--- config.mk ---
export PLATFORM = sky130hd
export DESIGN_NAME = scn_device_flat
export DESIGN_NICKNAME = d
export VERILOG_FILES = /design/src/rtl/scn_pkg.sv /design/src/rtl/scn_link_if.sv /design/src/rtl/scn_device.sv /design/src/flat_wrapper.sv
export SDC_FILE = /design/constraint.sdc
export NUM_CORES = 1
export LEC_CHECK = 0
export BUFFER_PORTS_ARGS = -buffer_cell sky130_fd_sc_hd__buf_2
export CAP_MARGIN = 20
export CORE_MARGIN = 5
export CORE_UTILIZATION = 55
export CTS_CLUSTER_SIZE = 12
export DETAILED_ROUTE_END_ITERATION = 7
export PLACE_DENSITY = 0.8
export SLEW_MARGIN = 20
export SYNTH_ARGS = -nofsm -noshare
export SYNTH_HDL_FRONTEND = slang
export SYNTH_HIERARCHICAL = 1
export SYNTH_SLANG_ARGS = --single-unit
--- constraint.sdc ---
create_clock -name CORE_CLK_I -period 3.7 [get_ports CORE_CLK_I]
set_input_delay 0.74 -clock CORE_CLK_I [delete_from_list [all_inputs] [get_ports CORE_CLK_I]]
set_output_delay 0.74 -clock CORE_CLK_I [all_outputs]
set_load 0.03 [all_outputs]
--- src/rtl/scn_pkg.sv ---
// Purpose: Shared constants and state types of the scanner request link
// Assumes: One 125 MHz core clock, byte-wide link between the two ends
// Notes: Times are kept in their own unit; cycle counts derive from them
package scn_pkg;
   localparam int CLK_HZ = 125_000_000;
   localparam logic [7:0] REQ_START = 8'hA5;
   localparam logic [7:0] DESC_SYNC1 = 8'hA5;
   localparam logic [7:0] DESC_SYNC2 = 8'h5A;
   localparam logic [7:0] CMD_STOP = 8'h25;
   localparam logic [7:0] CMD_CORE_RESET = 8'h40;
   localparam int PAYLOAD_FLAG_BIT = 7;
   localparam logic [1:0] MODE_SINGLE = 2'h0;
   localparam logic [1:0] MODE_MULTI = 2'h1;
   localparam logic [2:0] DESC_LAST_IDX = 3'h6;
   localparam logic [1:0] LEN_LAST_IDX = 2'h3;
   localparam int FIFO_WIDTH = 8;
   localparam int FIFO_DEPTH = 16;
   localparam int REQ_TIMEOUT_S = 5;
   localparam int REQ_TIMEOUT_CYCLES = REQ_TIMEOUT_S * CLK_HZ;
   localparam int STOP_GAP_US = 1000;
   localparam int STOP_GAP_CYCLES = STOP_GAP_US * (CLK_HZ / 1_000_000);
   localparam int RESET_GAP_US = 2000;
   localparam int RESET_GAP_CYCLES = RESET_GAP_US * (CLK_HZ / 1_000_000);

   typedef enum logic [2:0] {
      ST_IDLE = 3'b000,
      ST_CMD = 3'b001,
      ST_CNT = 3'b010,
      ST_PLD = 3'b011,
      ST_SUM = 3'b100,
      ST_WAIT = 3'b101,
      ST_DESC = 3'b110,
      ST_DATA = 3'b111
   } scn_dev_state_type;

   typedef enum logic [2:0] {
      HT_IDLE = 3'b000,
      HT_START = 3'b001,
      HT_CMD = 3'b010,
      HT_CNT = 3'b011,
      HT_PLD = 3'b100,
      HT_SUM = 3'b101,
      HT_GAP = 3'b110,
      HT_AWAIT = 3'b111
   } scn_htx_state_type;

   typedef enum logic [2:0] {
      HR_HUNT = 3'b000,
      HR_SYNC = 3'b001,
      HR_LEN = 3'b010,
      HR_TYPE = 3'b011,
      HR_DATA = 3'b100
   } scn_hrx_state_type;

   typedef struct packed {
      scn_dev_state_type st;
      logic [7:0] cmd;
      logic [7:0] cnt;
      logic [7:0] left;
      logic [7:0] sum;
      logic [29:0] len;
      logic [1:0] mode;
      logic [7:0] dtype;
      logic [29:0] bcnt;
      logic [2:0] didx;
      logic [29:0] tmo;
      logic [7:0] tx_data;
      logic tx_valid;
      logic cmd_valid;
      logic [7:0] pld;
      logic pld_valid;
      logic err;
   } scn_dev_reg_type;

   typedef struct packed {
      scn_htx_state_type tst;
      logic [7:0] cmd;
      logic [7:0] cnt;
      logic [7:0] left;
      logic [7:0] sum;
      logic [7:0] tx_data;
      logic tx_valid;
      logic [29:0] wait_cnt;
      logic [29:0] wait_lim;
      scn_hrx_state_type rst;
      logic [1:0] ridx;
      logic [31:0] word;
      logic [29:0] rlen;
      logic [1:0] rmode;
      logic [29:0] rcnt;
      logic desc_valid;
      logic [7:0] dtype;
      logic rx_valid;
      logic [7:0] rx_byte;
      logic rx_last;
   } scn_host_reg_type;

   localparam scn_dev_reg_type DEV_RESET = '0;
   localparam scn_host_reg_type HOST_RESET = '0;
endpackage

--- src/rtl/scn_link_if.sv ---
// Purpose: Byte link between host controller and scanner protocol engine
// Assumes: Both ends on the same core clock; valid/ready per byte
// Notes: Serial framing below byte level is outside this link
`timescale 1ns/100ps
interface scn_link_if;
   logic [7:0] h2d_data;
   logic h2d_valid;
   logic h2d_ready;
   logic [7:0] d2h_data;
   logic d2h_valid;
   logic d2h_ready;

   modport dev (
      input h2d_data,
      input h2d_valid,
      output h2d_ready,
      output d2h_data,
      output d2h_valid,
      input d2h_ready
   );

   modport host (
      output h2d_data,
      output h2d_valid,
      input h2d_ready,
      input d2h_data,
      input d2h_valid,
      output d2h_ready
   );
endinterface

--- src/rtl/scn_device.sv ---
// Purpose: Scanner end of the request/response link: parses requests,
//          frames descriptors and data responses
// Assumes: User logic answers each accepted command with start or none
// Notes: Incoming bytes pass a FIFO so requests during streaming wait
//
// Function
// Transmit nothing until a request arrives
// Byte A5 starts every request
// One command byte follows the start
// Payload requests carry count, payload, checksum
// Checksum is XOR of all prior bytes
// Multi-byte fields go low byte first
// Drop partial request after five seconds
// Host waits for answer before next request
// Drop requests while busy outside streaming
// Streaming repeats one data packet per sample
// Any request ends streaming, then gets handled
// Requests during streaming are buffered, run later
// Stop and core reset send no reply
// Host pauses after a no-reply command
// One descriptor, then data packets, per session
// Descriptor opens with A5 then 5A
// Descriptor: 30-bit length, 2-bit mode, type
// Mode 0 single, 1 continuous, others reserved
// All data packets share advertised length
// Data type matches the accepted request
// Length and mode form one 32-bit word
// Idle ignores bytes other than A5
// Stop is A5 25, returns to idle
// Host waits 1 ms after stop, 2 ms reset
`timescale 1ns/100ps

////////////////////////////////////////////////////////////////////////////////
// Byte FIFO
module scn_fifo #(
   parameter int WIDTH = scn_pkg::FIFO_WIDTH,
   parameter int DEPTH = scn_pkg::FIFO_DEPTH
) (
   input wire logic clk_i,
   input wire logic resetn_i,
   input wire logic in_valid_i,
   output logic in_ready_o,
   input wire logic [WIDTH-1:0] in_data_i,
   output logic out_valid_o,
   input wire logic out_ready_i,
   output logic [WIDTH-1:0] out_data_o
);
   localparam int AW = $clog2(DEPTH);

   typedef struct packed {
      logic [AW:0] wptr;
      logic [AW:0] rptr;
   } scn_fifo_ptr_type;

   logic [WIDTH-1:0] mem [DEPTH];
   scn_fifo_ptr_type r;
   scn_fifo_ptr_type next_r;
   logic full;
   logic empty;

   assign full = (r.wptr[AW] != r.rptr[AW]) && (r.wptr[AW-1:0] == r.rptr[AW-1:0]);
   assign empty = (r.wptr == r.rptr);
   assign in_ready_o = !full;
   assign out_valid_o = !empty;
   assign out_data_o = mem[r.rptr[AW-1:0]];

   always_comb
   begin
      next_r = r;
      if (in_valid_i && !full)
      begin
         next_r.wptr = r.wptr + (AW+1)'(1);
      end
      if (out_ready_i && !empty)
      begin
         next_r.rptr = r.rptr + (AW+1)'(1);
      end
   end

   always_ff @(posedge clk_i)
   begin
      if (!resetn_i)
      begin
         r <= '0;
      end
      else
      begin
         r <= next_r;
      end
   end

   always_ff @(posedge clk_i)
   begin
      if (in_valid_i && !full)
      begin
         mem[r.wptr[AW-1:0]] <= in_data_i;
      end
   end
endmodule

////////////////////////////////////////////////////////////////////////////////
// Device end
module scn_device #(
   parameter int TIMEOUT_CYCLES = scn_pkg::REQ_TIMEOUT_CYCLES,
   parameter int FIFO_DEPTH = scn_pkg::FIFO_DEPTH
) (
   input wire logic CORE_CLK_I,
   input wire logic RESETN_I,
   scn_link_if.dev LINK,
   output logic CMD_VALID_O,
   output logic [7:0] CMD_CODE_O,
   output logic [7:0] PLD_COUNT_O,
   output logic PLD_VALID_O,
   output logic [7:0] PLD_BYTE_O,
   output logic REQ_ERR_O,
   input wire logic RSP_START_I,
   input wire logic RSP_NONE_I,
   input wire logic [29:0] RSP_LEN_I,
   input wire logic [1:0] RSP_MODE_I,
   input wire logic [7:0] RSP_TYPE_I,
   input wire logic DATA_VALID_I,
   input wire logic [7:0] DATA_BYTE_I,
   output logic DATA_READY_O,
   output logic SCAN_ACTIVE_O
);
   scn_pkg::scn_dev_reg_type r;
   scn_pkg::scn_dev_reg_type next_r;
   logic fv;
   logic [7:0] fb;
   logic pop;
   logic multi;
   logic parsing;

   // Descriptor byte by index, length and mode packed low byte first
   function automatic logic [7:0] desc_byte(input logic [2:0] idx, input logic [29:0] len,
                                            input logic [1:0] mode, input logic [7:0] dtype);
      logic [31:0] word;
      word = {mode, len};
      unique case (idx)
         3'h0: desc_byte = scn_pkg::DESC_SYNC1;
         3'h1: desc_byte = scn_pkg::DESC_SYNC2;
         3'h2: desc_byte = word[7:0];
         3'h3: desc_byte = word[15:8];
         3'h4: desc_byte = word[23:16];
         3'h5: desc_byte = word[31:24];
         default: desc_byte = dtype;
      endcase
   endfunction

   scn_fifo #(
      .WIDTH(8),
      .DEPTH(FIFO_DEPTH)
   ) u_rx_fifo (
      .clk_i(CORE_CLK_I),
      .resetn_i(RESETN_I),
      .in_valid_i(LINK.h2d_valid),
      .in_ready_o(LINK.h2d_ready),
      .in_data_i(LINK.h2d_data),
      .out_valid_o(fv),
      .out_ready_i(pop),
      .out_data_o(fb)
   );

   assign multi = (r.mode == scn_pkg::MODE_MULTI);
   assign parsing = (r.st == scn_pkg::ST_CMD) || (r.st == scn_pkg::ST_CNT) ||
                    (r.st == scn_pkg::ST_PLD) || (r.st == scn_pkg::ST_SUM);

   ////////////////////////////////////////////////////////////////////////////
   // Next state
   always_comb
   begin
      next_r = r;
      pop = 1'b0;
      next_r.cmd_valid = 1'b0;
      next_r.pld_valid = 1'b0;
      next_r.err = 1'b0;
      if (r.tx_valid && LINK.d2h_ready)
      begin
         next_r.tx_valid = 1'b0;
      end
      if (parsing)
      begin
         next_r.tmo = r.tmo + 30'h1;
      end
      unique case (r.st)
         scn_pkg::ST_IDLE:
         begin
            pop = fv;
            if (fv && fb == scn_pkg::REQ_START)
            begin
               next_r.st = scn_pkg::ST_CMD;
               next_r.sum = fb;
               next_r.tmo = '0;
            end
         end
         scn_pkg::ST_CMD:
         begin
            pop = fv;
            if (fv)
            begin
               next_r.cmd = fb;
               next_r.sum = r.sum ^ fb;
               next_r.cnt = '0;
               if (fb[scn_pkg::PAYLOAD_FLAG_BIT])
               begin
                  next_r.st = scn_pkg::ST_CNT;
               end
               else
               begin
                  next_r.cmd_valid = 1'b1;
                  next_r.st = scn_pkg::ST_WAIT;
               end
            end
         end
         scn_pkg::ST_CNT:
         begin
            pop = fv;
            if (fv)
            begin
               next_r.cnt = fb;
               next_r.left = fb;
               next_r.sum = r.sum ^ fb;
               next_r.st = (fb == 8'h00) ? scn_pkg::ST_SUM : scn_pkg::ST_PLD;
            end
         end
         scn_pkg::ST_PLD:
         begin
            pop = fv;
            if (fv)
            begin
               next_r.pld = fb;
               next_r.pld_valid = 1'b1;
               next_r.sum = r.sum ^ fb;
               next_r.left = r.left - 8'h01;
               if (r.left == 8'h01)
               begin
                  next_r.st = scn_pkg::ST_SUM;
               end
            end
         end
         scn_pkg::ST_SUM:
         begin
            pop = fv;
            if (fv)
            begin
               if (fb == r.sum)
               begin
                  next_r.cmd_valid = 1'b1;
                  next_r.st = scn_pkg::ST_WAIT;
               end
               else
               begin
                  next_r.err = 1'b1;
                  next_r.st = scn_pkg::ST_IDLE;
               end
            end
         end
         scn_pkg::ST_WAIT:
         begin
            pop = fv;
            if (RSP_NONE_I)
            begin
               next_r.st = scn_pkg::ST_IDLE;
            end
            else if (RSP_START_I)
            begin
               next_r.len = RSP_LEN_I;
               next_r.mode = {1'b0, RSP_MODE_I[0]};
               next_r.dtype = RSP_TYPE_I;
               next_r.didx = '0;
               next_r.st = scn_pkg::ST_DESC;
            end
         end
         scn_pkg::ST_DESC:
         begin
            pop = fv && !multi;
            if (!r.tx_valid)
            begin
               next_r.tx_data = desc_byte(r.didx, r.len, r.mode, r.dtype);
               next_r.tx_valid = 1'b1;
               next_r.didx = r.didx + 3'h1;
               if (r.didx == scn_pkg::DESC_LAST_IDX)
               begin
                  next_r.bcnt = '0;
                  next_r.st = (r.len == '0) ? scn_pkg::ST_IDLE : scn_pkg::ST_DATA;
               end
            end
         end
         scn_pkg::ST_DATA:
         begin
            pop = fv && !multi;
            if (multi && fv && r.bcnt == '0)
            begin
               next_r.st = scn_pkg::ST_IDLE;
            end
            else if (!r.tx_valid && DATA_VALID_I)
            begin
               next_r.tx_data = DATA_BYTE_I;
               next_r.tx_valid = 1'b1;
               next_r.bcnt = r.bcnt + 30'h1;
               if (r.bcnt == r.len - 30'h1)
               begin
                  next_r.bcnt = '0;
                  if (!multi || fv)
                  begin
                     next_r.st = scn_pkg::ST_IDLE;
                  end
               end
            end
         end
      endcase
      if (parsing && r.tmo == 30'(TIMEOUT_CYCLES - 1))
      begin
         next_r.st = scn_pkg::ST_IDLE;
         next_r.err = 1'b1;
         pop = 1'b0;
      end
   end

   always_ff @(posedge CORE_CLK_I)
   begin
      if (!RESETN_I)
      begin
         r <= scn_pkg::DEV_RESET;
      end
      else
      begin
         r <= next_r;
      end
   end

   ////////////////////////////////////////////////////////////////////////////
   // Outputs
   assign LINK.d2h_data = r.tx_data;
   assign LINK.d2h_valid = r.tx_valid;
   assign CMD_VALID_O = r.cmd_valid;
   assign CMD_CODE_O = r.cmd;
   assign PLD_COUNT_O = r.cnt;
   assign PLD_VALID_O = r.pld_valid;
   assign PLD_BYTE_O = r.pld;
   assign REQ_ERR_O = r.err;
   assign DATA_READY_O = (r.st == scn_pkg::ST_DATA) && !r.tx_valid &&
                         !(multi && fv && r.bcnt == '0);
   assign SCAN_ACTIVE_O = (r.st == scn_pkg::ST_DATA) && multi;
endmodule

--- src/flat_wrapper.sv ---
// flat-port wrapper written by rule: the top's interface ports become plain ports
module scn_device_flat 
#(
   parameter int TIMEOUT_CYCLES = scn_pkg::REQ_TIMEOUT_CYCLES,
   parameter int FIFO_DEPTH = scn_pkg::FIFO_DEPTH
)
  (CORE_CLK_I, RESETN_I, CMD_VALID_O, CMD_CODE_O, PLD_COUNT_O, PLD_VALID_O, PLD_BYTE_O, REQ_ERR_O, RSP_START_I, RSP_NONE_I, RSP_LEN_I, RSP_MODE_I, RSP_TYPE_I, DATA_VALID_I, DATA_BYTE_I, DATA_READY_O, SCAN_ACTIVE_O, LINK_h2d_data, LINK_h2d_valid, LINK_h2d_ready, LINK_d2h_data, LINK_d2h_valid, LINK_d2h_ready);
  scn_link_if LINK_i ();
  input wire logic CORE_CLK_I;
  input wire logic RESETN_I;
  output logic CMD_VALID_O;
  output logic [7:0] CMD_CODE_O;
  output logic [7:0] PLD_COUNT_O;
  output logic PLD_VALID_O;
  output logic [7:0] PLD_BYTE_O;
  output logic REQ_ERR_O;
  input wire logic RSP_START_I;
  input wire logic RSP_NONE_I;
  input wire logic [29:0] RSP_LEN_I;
  input wire logic [1:0] RSP_MODE_I;
  input wire logic [7:0] RSP_TYPE_I;
  input wire logic DATA_VALID_I;
  input wire logic [7:0] DATA_BYTE_I;
  output logic DATA_READY_O;
  output logic SCAN_ACTIVE_O;
  input wire logic [$bits(LINK_i.h2d_data)-1:0] LINK_h2d_data;
  input wire logic [$bits(LINK_i.h2d_valid)-1:0] LINK_h2d_valid;
  output wire logic [$bits(LINK_i.h2d_ready)-1:0] LINK_h2d_ready;
  output wire logic [$bits(LINK_i.d2h_data)-1:0] LINK_d2h_data;
  output wire logic [$bits(LINK_i.d2h_valid)-1:0] LINK_d2h_valid;
  input wire logic [$bits(LINK_i.d2h_ready)-1:0] LINK_d2h_ready;
  assign LINK_i.h2d_data = LINK_h2d_data;
  assign LINK_i.h2d_valid = LINK_h2d_valid;
  assign LINK_h2d_ready = LINK_i.h2d_ready;
  assign LINK_d2h_data = LINK_i.d2h_data;
  assign LINK_d2h_valid = LINK_i.d2h_valid;
  assign LINK_i.d2h_ready = LINK_d2h_ready;
  scn_device #(.TIMEOUT_CYCLES(TIMEOUT_CYCLES), .FIFO_DEPTH(FIFO_DEPTH)) u_core (.CORE_CLK_I(CORE_CLK_I), .RESETN_I(RESETN_I), .LINK(LINK_i), .CMD_VALID_O(CMD_VALID_O), .CMD_CODE_O(CMD_CODE_O), .PLD_COUNT_O(PLD_COUNT_O), .PLD_VALID_O(PLD_VALID_O), .PLD_BYTE_O(PLD_BYTE_O), .REQ_ERR_O(REQ_ERR_O), .RSP_START_I(RSP_START_I), .RSP_NONE_I(RSP_NONE_I), .RSP_LEN_I(RSP_LEN_I), .RSP_MODE_I(RSP_MODE_I), .RSP_TYPE_I(RSP_TYPE_I), .DATA_VALID_I(DATA_VALID_I), .DATA_BYTE_I(DATA_BYTE_I), .DATA_READY_O(DATA_READY_O), .SCAN_ACTIVE_O(SCAN_ACTIVE_O));
endmodule
==> out/qor.yml, run 1 <==
path_clk_slew_ns: 0.07
yosys.area_share.simple: 0.193
gp_congestion: 0.937
synthAdderAreaFrac: 0.0143
synth_compound_area_frac: 0.120
maxCapViolCount: 0
detail_route.iter0.violations: 1225
grt_pass1_wl_um: 58600
tightest_slew_ns: 1.05
wl_per_cell_um: 19.2
cts_tree: "yes"
final_antenna_net_count: 0
drive_gt1_frac: 0.151
tns_ns: 0
min_path_type: "input pin to flip-flop"
synth_xor_area_frac: 0.0546
root_buffer: "clkbuf_16"
end_kind: "flip-flop"
crit_arrival_ns: 4.06
drt-total-wl_um: 36600
ys_warn_count: 6
io_pins: 102
numCtsBuffers: 31
rows: 60
core_um2: 26800
fin_ws_ns: 0.0867
p_per_area_nw_per_um2: 533
fmax_ghz: 0.277
worst-path-max-fanout: 23
fin_crit_ns: 3.61
hpwl_um: 25100
stdcell_count: 1908
grt_setup_unrepaired: "false"
power.leakage_nw: 5.89
post_cts_buffers: 0
fin_nets: 1623
htreeDepth: 1
grt_max_degree: 53
via_count: 11800
critPathKind: "flip-flop to flip-flop"
synth_edf_count: 128
clock_path_buffers: 3
first_pass_iters: 8
finalCritPeriodShare: 0.977
synth_top_family_by_area: "simple AND/OR/NAND/NOR gates"
hold_violations: 0
clock_skew_ns: 0.0145
p_total_mw: 8.82
synth_cells: 1497
muxShareOfSynthArea: 0.0739
drcViolationCount: 0
holdBufCountCts: 0
synth_cell_type_count: 73
placedCellCount: 1851
dieArea_um2: 30500
start_util: 0.556
syn_avg_cell_area_um2: 9.96
n_antenna_cell: 0
grt_pass1_vias: 11100
vdd_ir_drop_max_v: 0.000469
outcome: "finished, final reports clean"
fp.dieW_um: 175
worst-endpoint-required_ns: 4.15
grt_remaining_overflow: 0
grtUsageTotal: 0.234
die_h_um: 175
syn_nets: 1577
ys_seq_area_frac: 0.487
finalSetupViolCount: 0
area_delta_synth_final_pct: 11.1
clk_latency_ns: 0.57
async_reset_ff_frac: 0
start_kind: "flip-flop"
preCtsSetupSlack_ns: 0.0177
synth-seq-cells: 299
io_buffers: 100
via_per_inst: 6.18
synth.cell_area_um2: 14900
slew_headroom: 0.299
synth_ff_type: "dfxtp_1"
antenna_found_initial: 0
cts_resized: 0
cts.sinks: 299
final_max_slew_viol_count: 0
==> through the flow <==
stage,util,hold WS (ns),area [µm²]
floorplan,-,0.432,14900
global placement,0.581,0.438,15600
detailed placement,0.581,0.444,15600
CTS,0.616,0.398,16500
global route,0.618,0.413,16600
finish,0.618,0.412,16600
==> kinds of logic after synthesis <==
| group | after synthesis |
|---|---|
| flip-flops | 299 |
| adder cells (fa/ha/maj) | 17 |
| multiplexers | 51 |
| buffers and inverters | 171 |
| XOR/XNOR | 93 |
| AO/OA/AOI/OAI | 285 |
| AND/OR/NAND/NOR | 581 |
==> power by group <==
group	switching, mW	internal [mW]
Sequential	0.139	3.59
Clock	1.25	1.65
Combinational	1.33	0.869
==> cells in the mapped netlist (all sizes together) (10+ instances only) <==
cell | instances | area, µm²
nand4b | 11 | 96.3
or4 | 10 | 78.8
nor4 | 22 | 159
o21ai | 42 | 210
edfxtp | 128 | 3840
nor2 | 100 | 375
inv | 31 | 116
o211ai | 15 | 113
nand3 | 64 | 320
xnor2 | 47 | 412
buf | 50 | 379
nor3 | 22 | 110
a31oi | 33 | 206
nor2b | 19 | 119
ha | 17 | 213
nand2b | 15 | 93.8
dfxtp | 171 | 3420
xor2 | 46 | 403
and3 | 31 | 194
nand2 | 206 | 773
nand4 | 29 | 181
clkbuf | 89 | 334
mux4 | 40 | 991
mux2i | 11 | 110
a21oi | 114 | 574
a211oi | 10 | 75.1
or3 | 12 | 75.1
==> cell type report <==
type,instances,area (µm²)
fillers,2097,10200
flip-flops and latches,299,7270
multi-input cells,1027,6860
repair buffers,152,941
clock buffers,51,896
well taps,341,427
inverters,32,120
clock inverters,6,51.3
==> worst paths after layout <==
kind                                      startpoint                            endpoint  slack (ns)  depth (start not counted)
hold / removal                         RSP_LEN_I[27]          u_core/r[120]$_SDFFE_PN0P_        0.41                          3
setup / recovery          u_core/r[115]$_SDFFE_PN0P_           u_core/r[67]$_SDFFE_PN0P_        0.09                         10
setup reg to reg          u_core/r[115]$_SDFFE_PN0P_           u_core/r[67]$_SDFFE_PN0P_        0.09                         10
hold reg to reg   u_core/PLD_COUNT_O[0]$_SDFFE_PN0P_  u_core/PLD_COUNT_O[0]$_SDFFE_PN0P_        0.45                          2
==> per-layer routing <==
layer / global-route usage / routed length (µm)
met2: 0.380 / 17400
met5: 0 / 0
met1: 0.329 / 15600
met4: 0.0628 / 799
met3: 0.0392 / 2850
==> state kept, by name (all words and copies together), names as in the netlist, named ones only <==
register / flops
u_core/r: 121
u_core/PLD_VALID_O: 1
u_core/PLD_BYTE_O: 8
u_core/u_rx_fifo/r: 10
u_core/REQ_ERR_O: 1
u_core/LINK.d2h_valid: 1
u_core/u_rx_fifo/mem: 128
u_core/CMD_VALID_O: 1
u_core/PLD_COUNT_O: 8
u_core/LINK.d2h_data: 8
u_core/CMD_CODE_O: 8
==> cells in the final DEF, fill, tap and decap left out, drive strengths merged, types with 7 or more instances in the layout <==
| cell type | Yosys | routed |
|---|---|---|
| and2 | 8 | 8 |
| nand2b | 15 | 15 |
| or2 | 8 | 8 |
| or4 | 10 | 10 |
| o21ai | 42 | 42 |
| nor2b | 19 | 19 |
| nand4 | 29 | 29 |
| nor3 | 22 | 22 |
| mux4 | 40 | 40 |
| inv | 31 | 33 |
| a31oi | 33 | 33 |
| a21oi | 114 | 114 |
| clkbuf | 89 | 51 |
| or3 | 12 | 12 |
| nand2 | 206 | 206 |
| mux2i | 11 | 11 |
| and3 | 31 | 31 |
| nand3 | 64 | 64 |
| dfxtp | 171 | 171 |
| nor2 | 100 | 100 |
| xor2 | 46 | 46 |
| edfxtp | 128 | 128 |
| o211ai | 15 | 15 |
| nand4b | 11 | 11 |
| xnor2 | 47 | 47 |
| a311oi | 8 | 8 |
| nor4b | 7 | 7 |
| nor4 | 22 | 22 |
| ha | 17 | 17 |
| a211oi | 10 | 10 |
| buf | 50 | 152 |
==> worst max-delay path: stages (launching register included) <==
cell and delay, ns:
dfxtp_1 0.31, or4_4 0.57, or4_4 0.55, a2111oi_4 0.37, o22ai_1 0.14, or4_1 0.53, or4_4 0.50, buf_12 0.18
nand2_1 0.08, buf_4 0.16, o21ai_0 0.10
(Power assumes the default switching activity.)
==> run 2, diff against run 1 <==
--- a/config.mk
+++ b/config.mk
@@ -8,10 +8,10 @@
 export BUFFER_PORTS_ARGS = -buffer_cell sky130_fd_sc_hd__buf_2
 export CAP_MARGIN = 20
 export CORE_MARGIN = 5
-export CORE_UTILIZATION = 55
+export CORE_UTILIZATION = 61
 export CTS_CLUSTER_SIZE = 12
 export DETAILED_ROUTE_END_ITERATION = 7
-export PLACE_DENSITY = 0.8
+export PLACE_DENSITY = 0.84
 export SLEW_MARGIN = 20
 export SYNTH_ARGS = -nofsm -noshare
 export SYNTH_HDL_FRONTEND = slang
==> constraint.sdc (replaced) <==
create_clock -name CORE_CLK_I -period 4 [get_ports CORE_CLK_I]
set_input_delay 0.8 -clock CORE_CLK_I [delete_from_list [all_inputs] [get_ports CORE_CLK_I]]
set_output_delay 0.8 -clock CORE_CLK_I [all_outputs]
set_load 0.03 [all_outputs]
==> run 2 against run 1 <==
  * Critical path depth down 2
  * Critical path type unchanged
  * First-iteration DRC count up 18%
  * Non-clock buffer count down 20
  * Largest power group unchanged
  * Critical endpoint is now u_core/r[71]$_SDFFE_PN0P_
  * Register-to-register slack better by 0.12 ns
  * Worst hold slack better by 0.036 ns
  * Clock power down 4%
  * Global-route usage up 3.8 points
==> out/qor.yml, run 2 (synthesis results as in run 1) <==
via_count: 12100  # +2.3%
layout_common_cells: "nand2_1 (206), dfxtp_1 (170), edfxtp_1 (128)"
grtUsageTotal: 0.272  # +0.0382
cts.sinks: 299  # unchanged
fin_area_um2: 16400  # -1.2%
slew_headroom: 0.399  # +0.100
drcViolationCount: 0  # unchanged
clock_skew_ns: 0.0180  # +0.00352 ns
fp.dieW_um: 166  # -4.8%
tightest_slew_ns: 0.893  # -0.158 ns
core_um2: 24200  # -9.8%
io_pins: 102  # unchanged
final_antenna_net_count: 0  # unchanged
grt_pass1_wl_um: 61400  # +4.9%
outcome: "finished, final reports clean"
hpwl_um: 25700  # +2.4%
htreeDepth: 1  # unchanged
grt_setup_unrepaired: "false"
n_antenna_cell: 0  # unchanged
crit_slowest_cell: "or4_4"
first_pass_iters: 6  # -2
tns_ns: 0  # unchanged
io_buffers: 100  # unchanged
die_h_um: 166  # -4.8%
worst-endpoint-required_ns: 4.44  # +0.29 ns
numCtsBuffers: 31  # unchanged
critPathMostFrequentCell: "or4_1"
power.leakage_nw: 5.79  # -1.7%
start_util: 0.617  # +0.0604
start_kind: "flip-flop"
grt_max_degree: 51  # -3.8%
min_path_type: "flip-flop to flip-flop"
cp_slowest_stage_delay_ns: 0.57  # about the same
antenna_found_initial: 0  # unchanged
drive_gt1_frac: 0.136  # -0.0141
root_buffer: "clkbuf_16"
gp_congestion: 0.934  # -0.36%
maxCapViolCount: 0  # unchanged
worst-path-max-fanout: 12  # -48%
finalCritPeriodShare: 0.947  # -0.0292
place_area_um2: 15400  # -1.2%
final_common_cell: "nand2_1"
rows: 57  # -5.0%
fin_crit_ns: 3.79  # +0.176 ns
wl_per_cell_um: 20.9  # +9.2%
end_kind: "flip-flop"
grt_pass1_vias: 11000  # -0.52%
path_clk_slew_ns: 0.06  # about the same
area_delta_synth_final_pct: 9.77
grt_remaining_overflow: 0  # unchanged
critPathKind: "flip-flop to flip-flop"
clk_latency_ns: 0.57  # about the same
crit_arrival_ns: 4.23  # +0.17 ns
vdd_ir_drop_max_v: 0.000363  # -23%
detail_route.iter0.violations: 1451  # +18%
fmax_ghz: 0.264  # -4.6%
fin_nets: 1603  # -1.2%
path_cells: "or4_4, or4_1, a2111oi_2, o22ai_1, or4_1, or4_1, nand2_1, o22ai_1"
hold_violations: 0  # unchanged
finalSetupViolCount: 0  # unchanged
dieArea_um2: 27700  # -9.3%
clock_path_buffers: 3  # unchanged
final_max_slew_viol_count: 0  # unchanged
cts_tree: "yes"
p_per_area_nw_per_um2: 503  # -5.5%
via_per_inst: 6.45  # +4.4%
drt-total-wl_um: 39200  # +7.0%
largest_reg_flops: 128  # unchanged
==> run 2: cell types whose count changed in the layout (fill, tap and decap cells not counted), moves of 2 or more <==
cell      change
buf_12        -2
clkinv_1      +3
buf_4        -18
clkinv_2      -2
or4_1         +2
clkbuf_8      +5
clkbuf_1      -4
or4_4         -2
==> run 2: through the flow <==
| step | worst slack (ns) | hold slack (ns) | power (mW) | util | instances |
|---|---|---|---|---|---|
| floorplan | 0.497 | 0.432 | 4.99 | - | 1497 |
| global placement | 0.262 | 0.439 | 5.37 | 0.636 | 1814 |
| detailed placement | 0.237 | 0.442 | 5.45 | 0.636 | 1814 |
| CTS | 0.235 | 0.448 | 8.22 | 0.677 | 1870 |
| global route | 0.0275 | 0.457 | 8.60 | 0.677 | 1870 |
| finish | 0.211 | 0.448 | 8.23 | 0.677 | 1870 |
==> run 2: timing repair <==
| item | CTS | global route |
|---|---|---|
| gates resized for setup | 0 | 1 |
| setup endpoints to repair | 0 | 2 |
| setup buffers | 0 | 0 |
| hold buffers | 0 | 0 |
==> run 2: metal layers <==
metal	GRT usage	wire [µm]
met1	0.375	15700
met2	0.447	18900
met3	0.0562	3640
met4	0.0665	963
met5	0	0
==> run 2: cell type report <==
cell class	instances	area, µm²
clock inverter	6	45.0
clock buffer	50	937
timing repair buffer	132	766
tap	324	405
multi-input combinational	1027	6820
fill	1789	7810
inverter	32	120
sequential	299	7270
==> run 2: critical path: cells and delay by family (launching register included) <==
family / cells / cell delay (ns)
flip-flops: 1 / 0.31
AND/OR/NAND/NOR: 5 / 2.64
AO/OA/AOI/OAI: 3 / 0.73
==> run 2: where the power goes <==
part,total (mW),internal (mW),switching (mW),leakage (nW)
logic,2.01,0.765,1.24,2.77
registers,3.45,3.32,0.136,2.54
clock network,2.77,1.60,1.18,0.481
total,8.23,5.68,2.56,5.79
==> run 2: final timing paths <==
check / startpoint / to / slack, ns / cells after the start
max: u_core/r[115]$_SDFFE_PN0P_ / u_core/r[71]$_SDFFE_PN0P_ / 0.21 / 8
min: u_core/PLD_COUNT_O[6]$_SDFFE_PN0P_ / u_core/PLD_COUNT_O[6]$_SDFFE_PN0P_ / 0.45 / 2
max reg2reg: u_core/r[115]$_SDFFE_PN0P_ / u_core/r[71]$_SDFFE_PN0P_ / 0.21 / 8
min reg2reg: u_core/PLD_COUNT_O[6]$_SDFFE_PN0P_ / u_core/PLD_COUNT_O[6]$_SDFFE_PN0P_ / 0.45 / 2
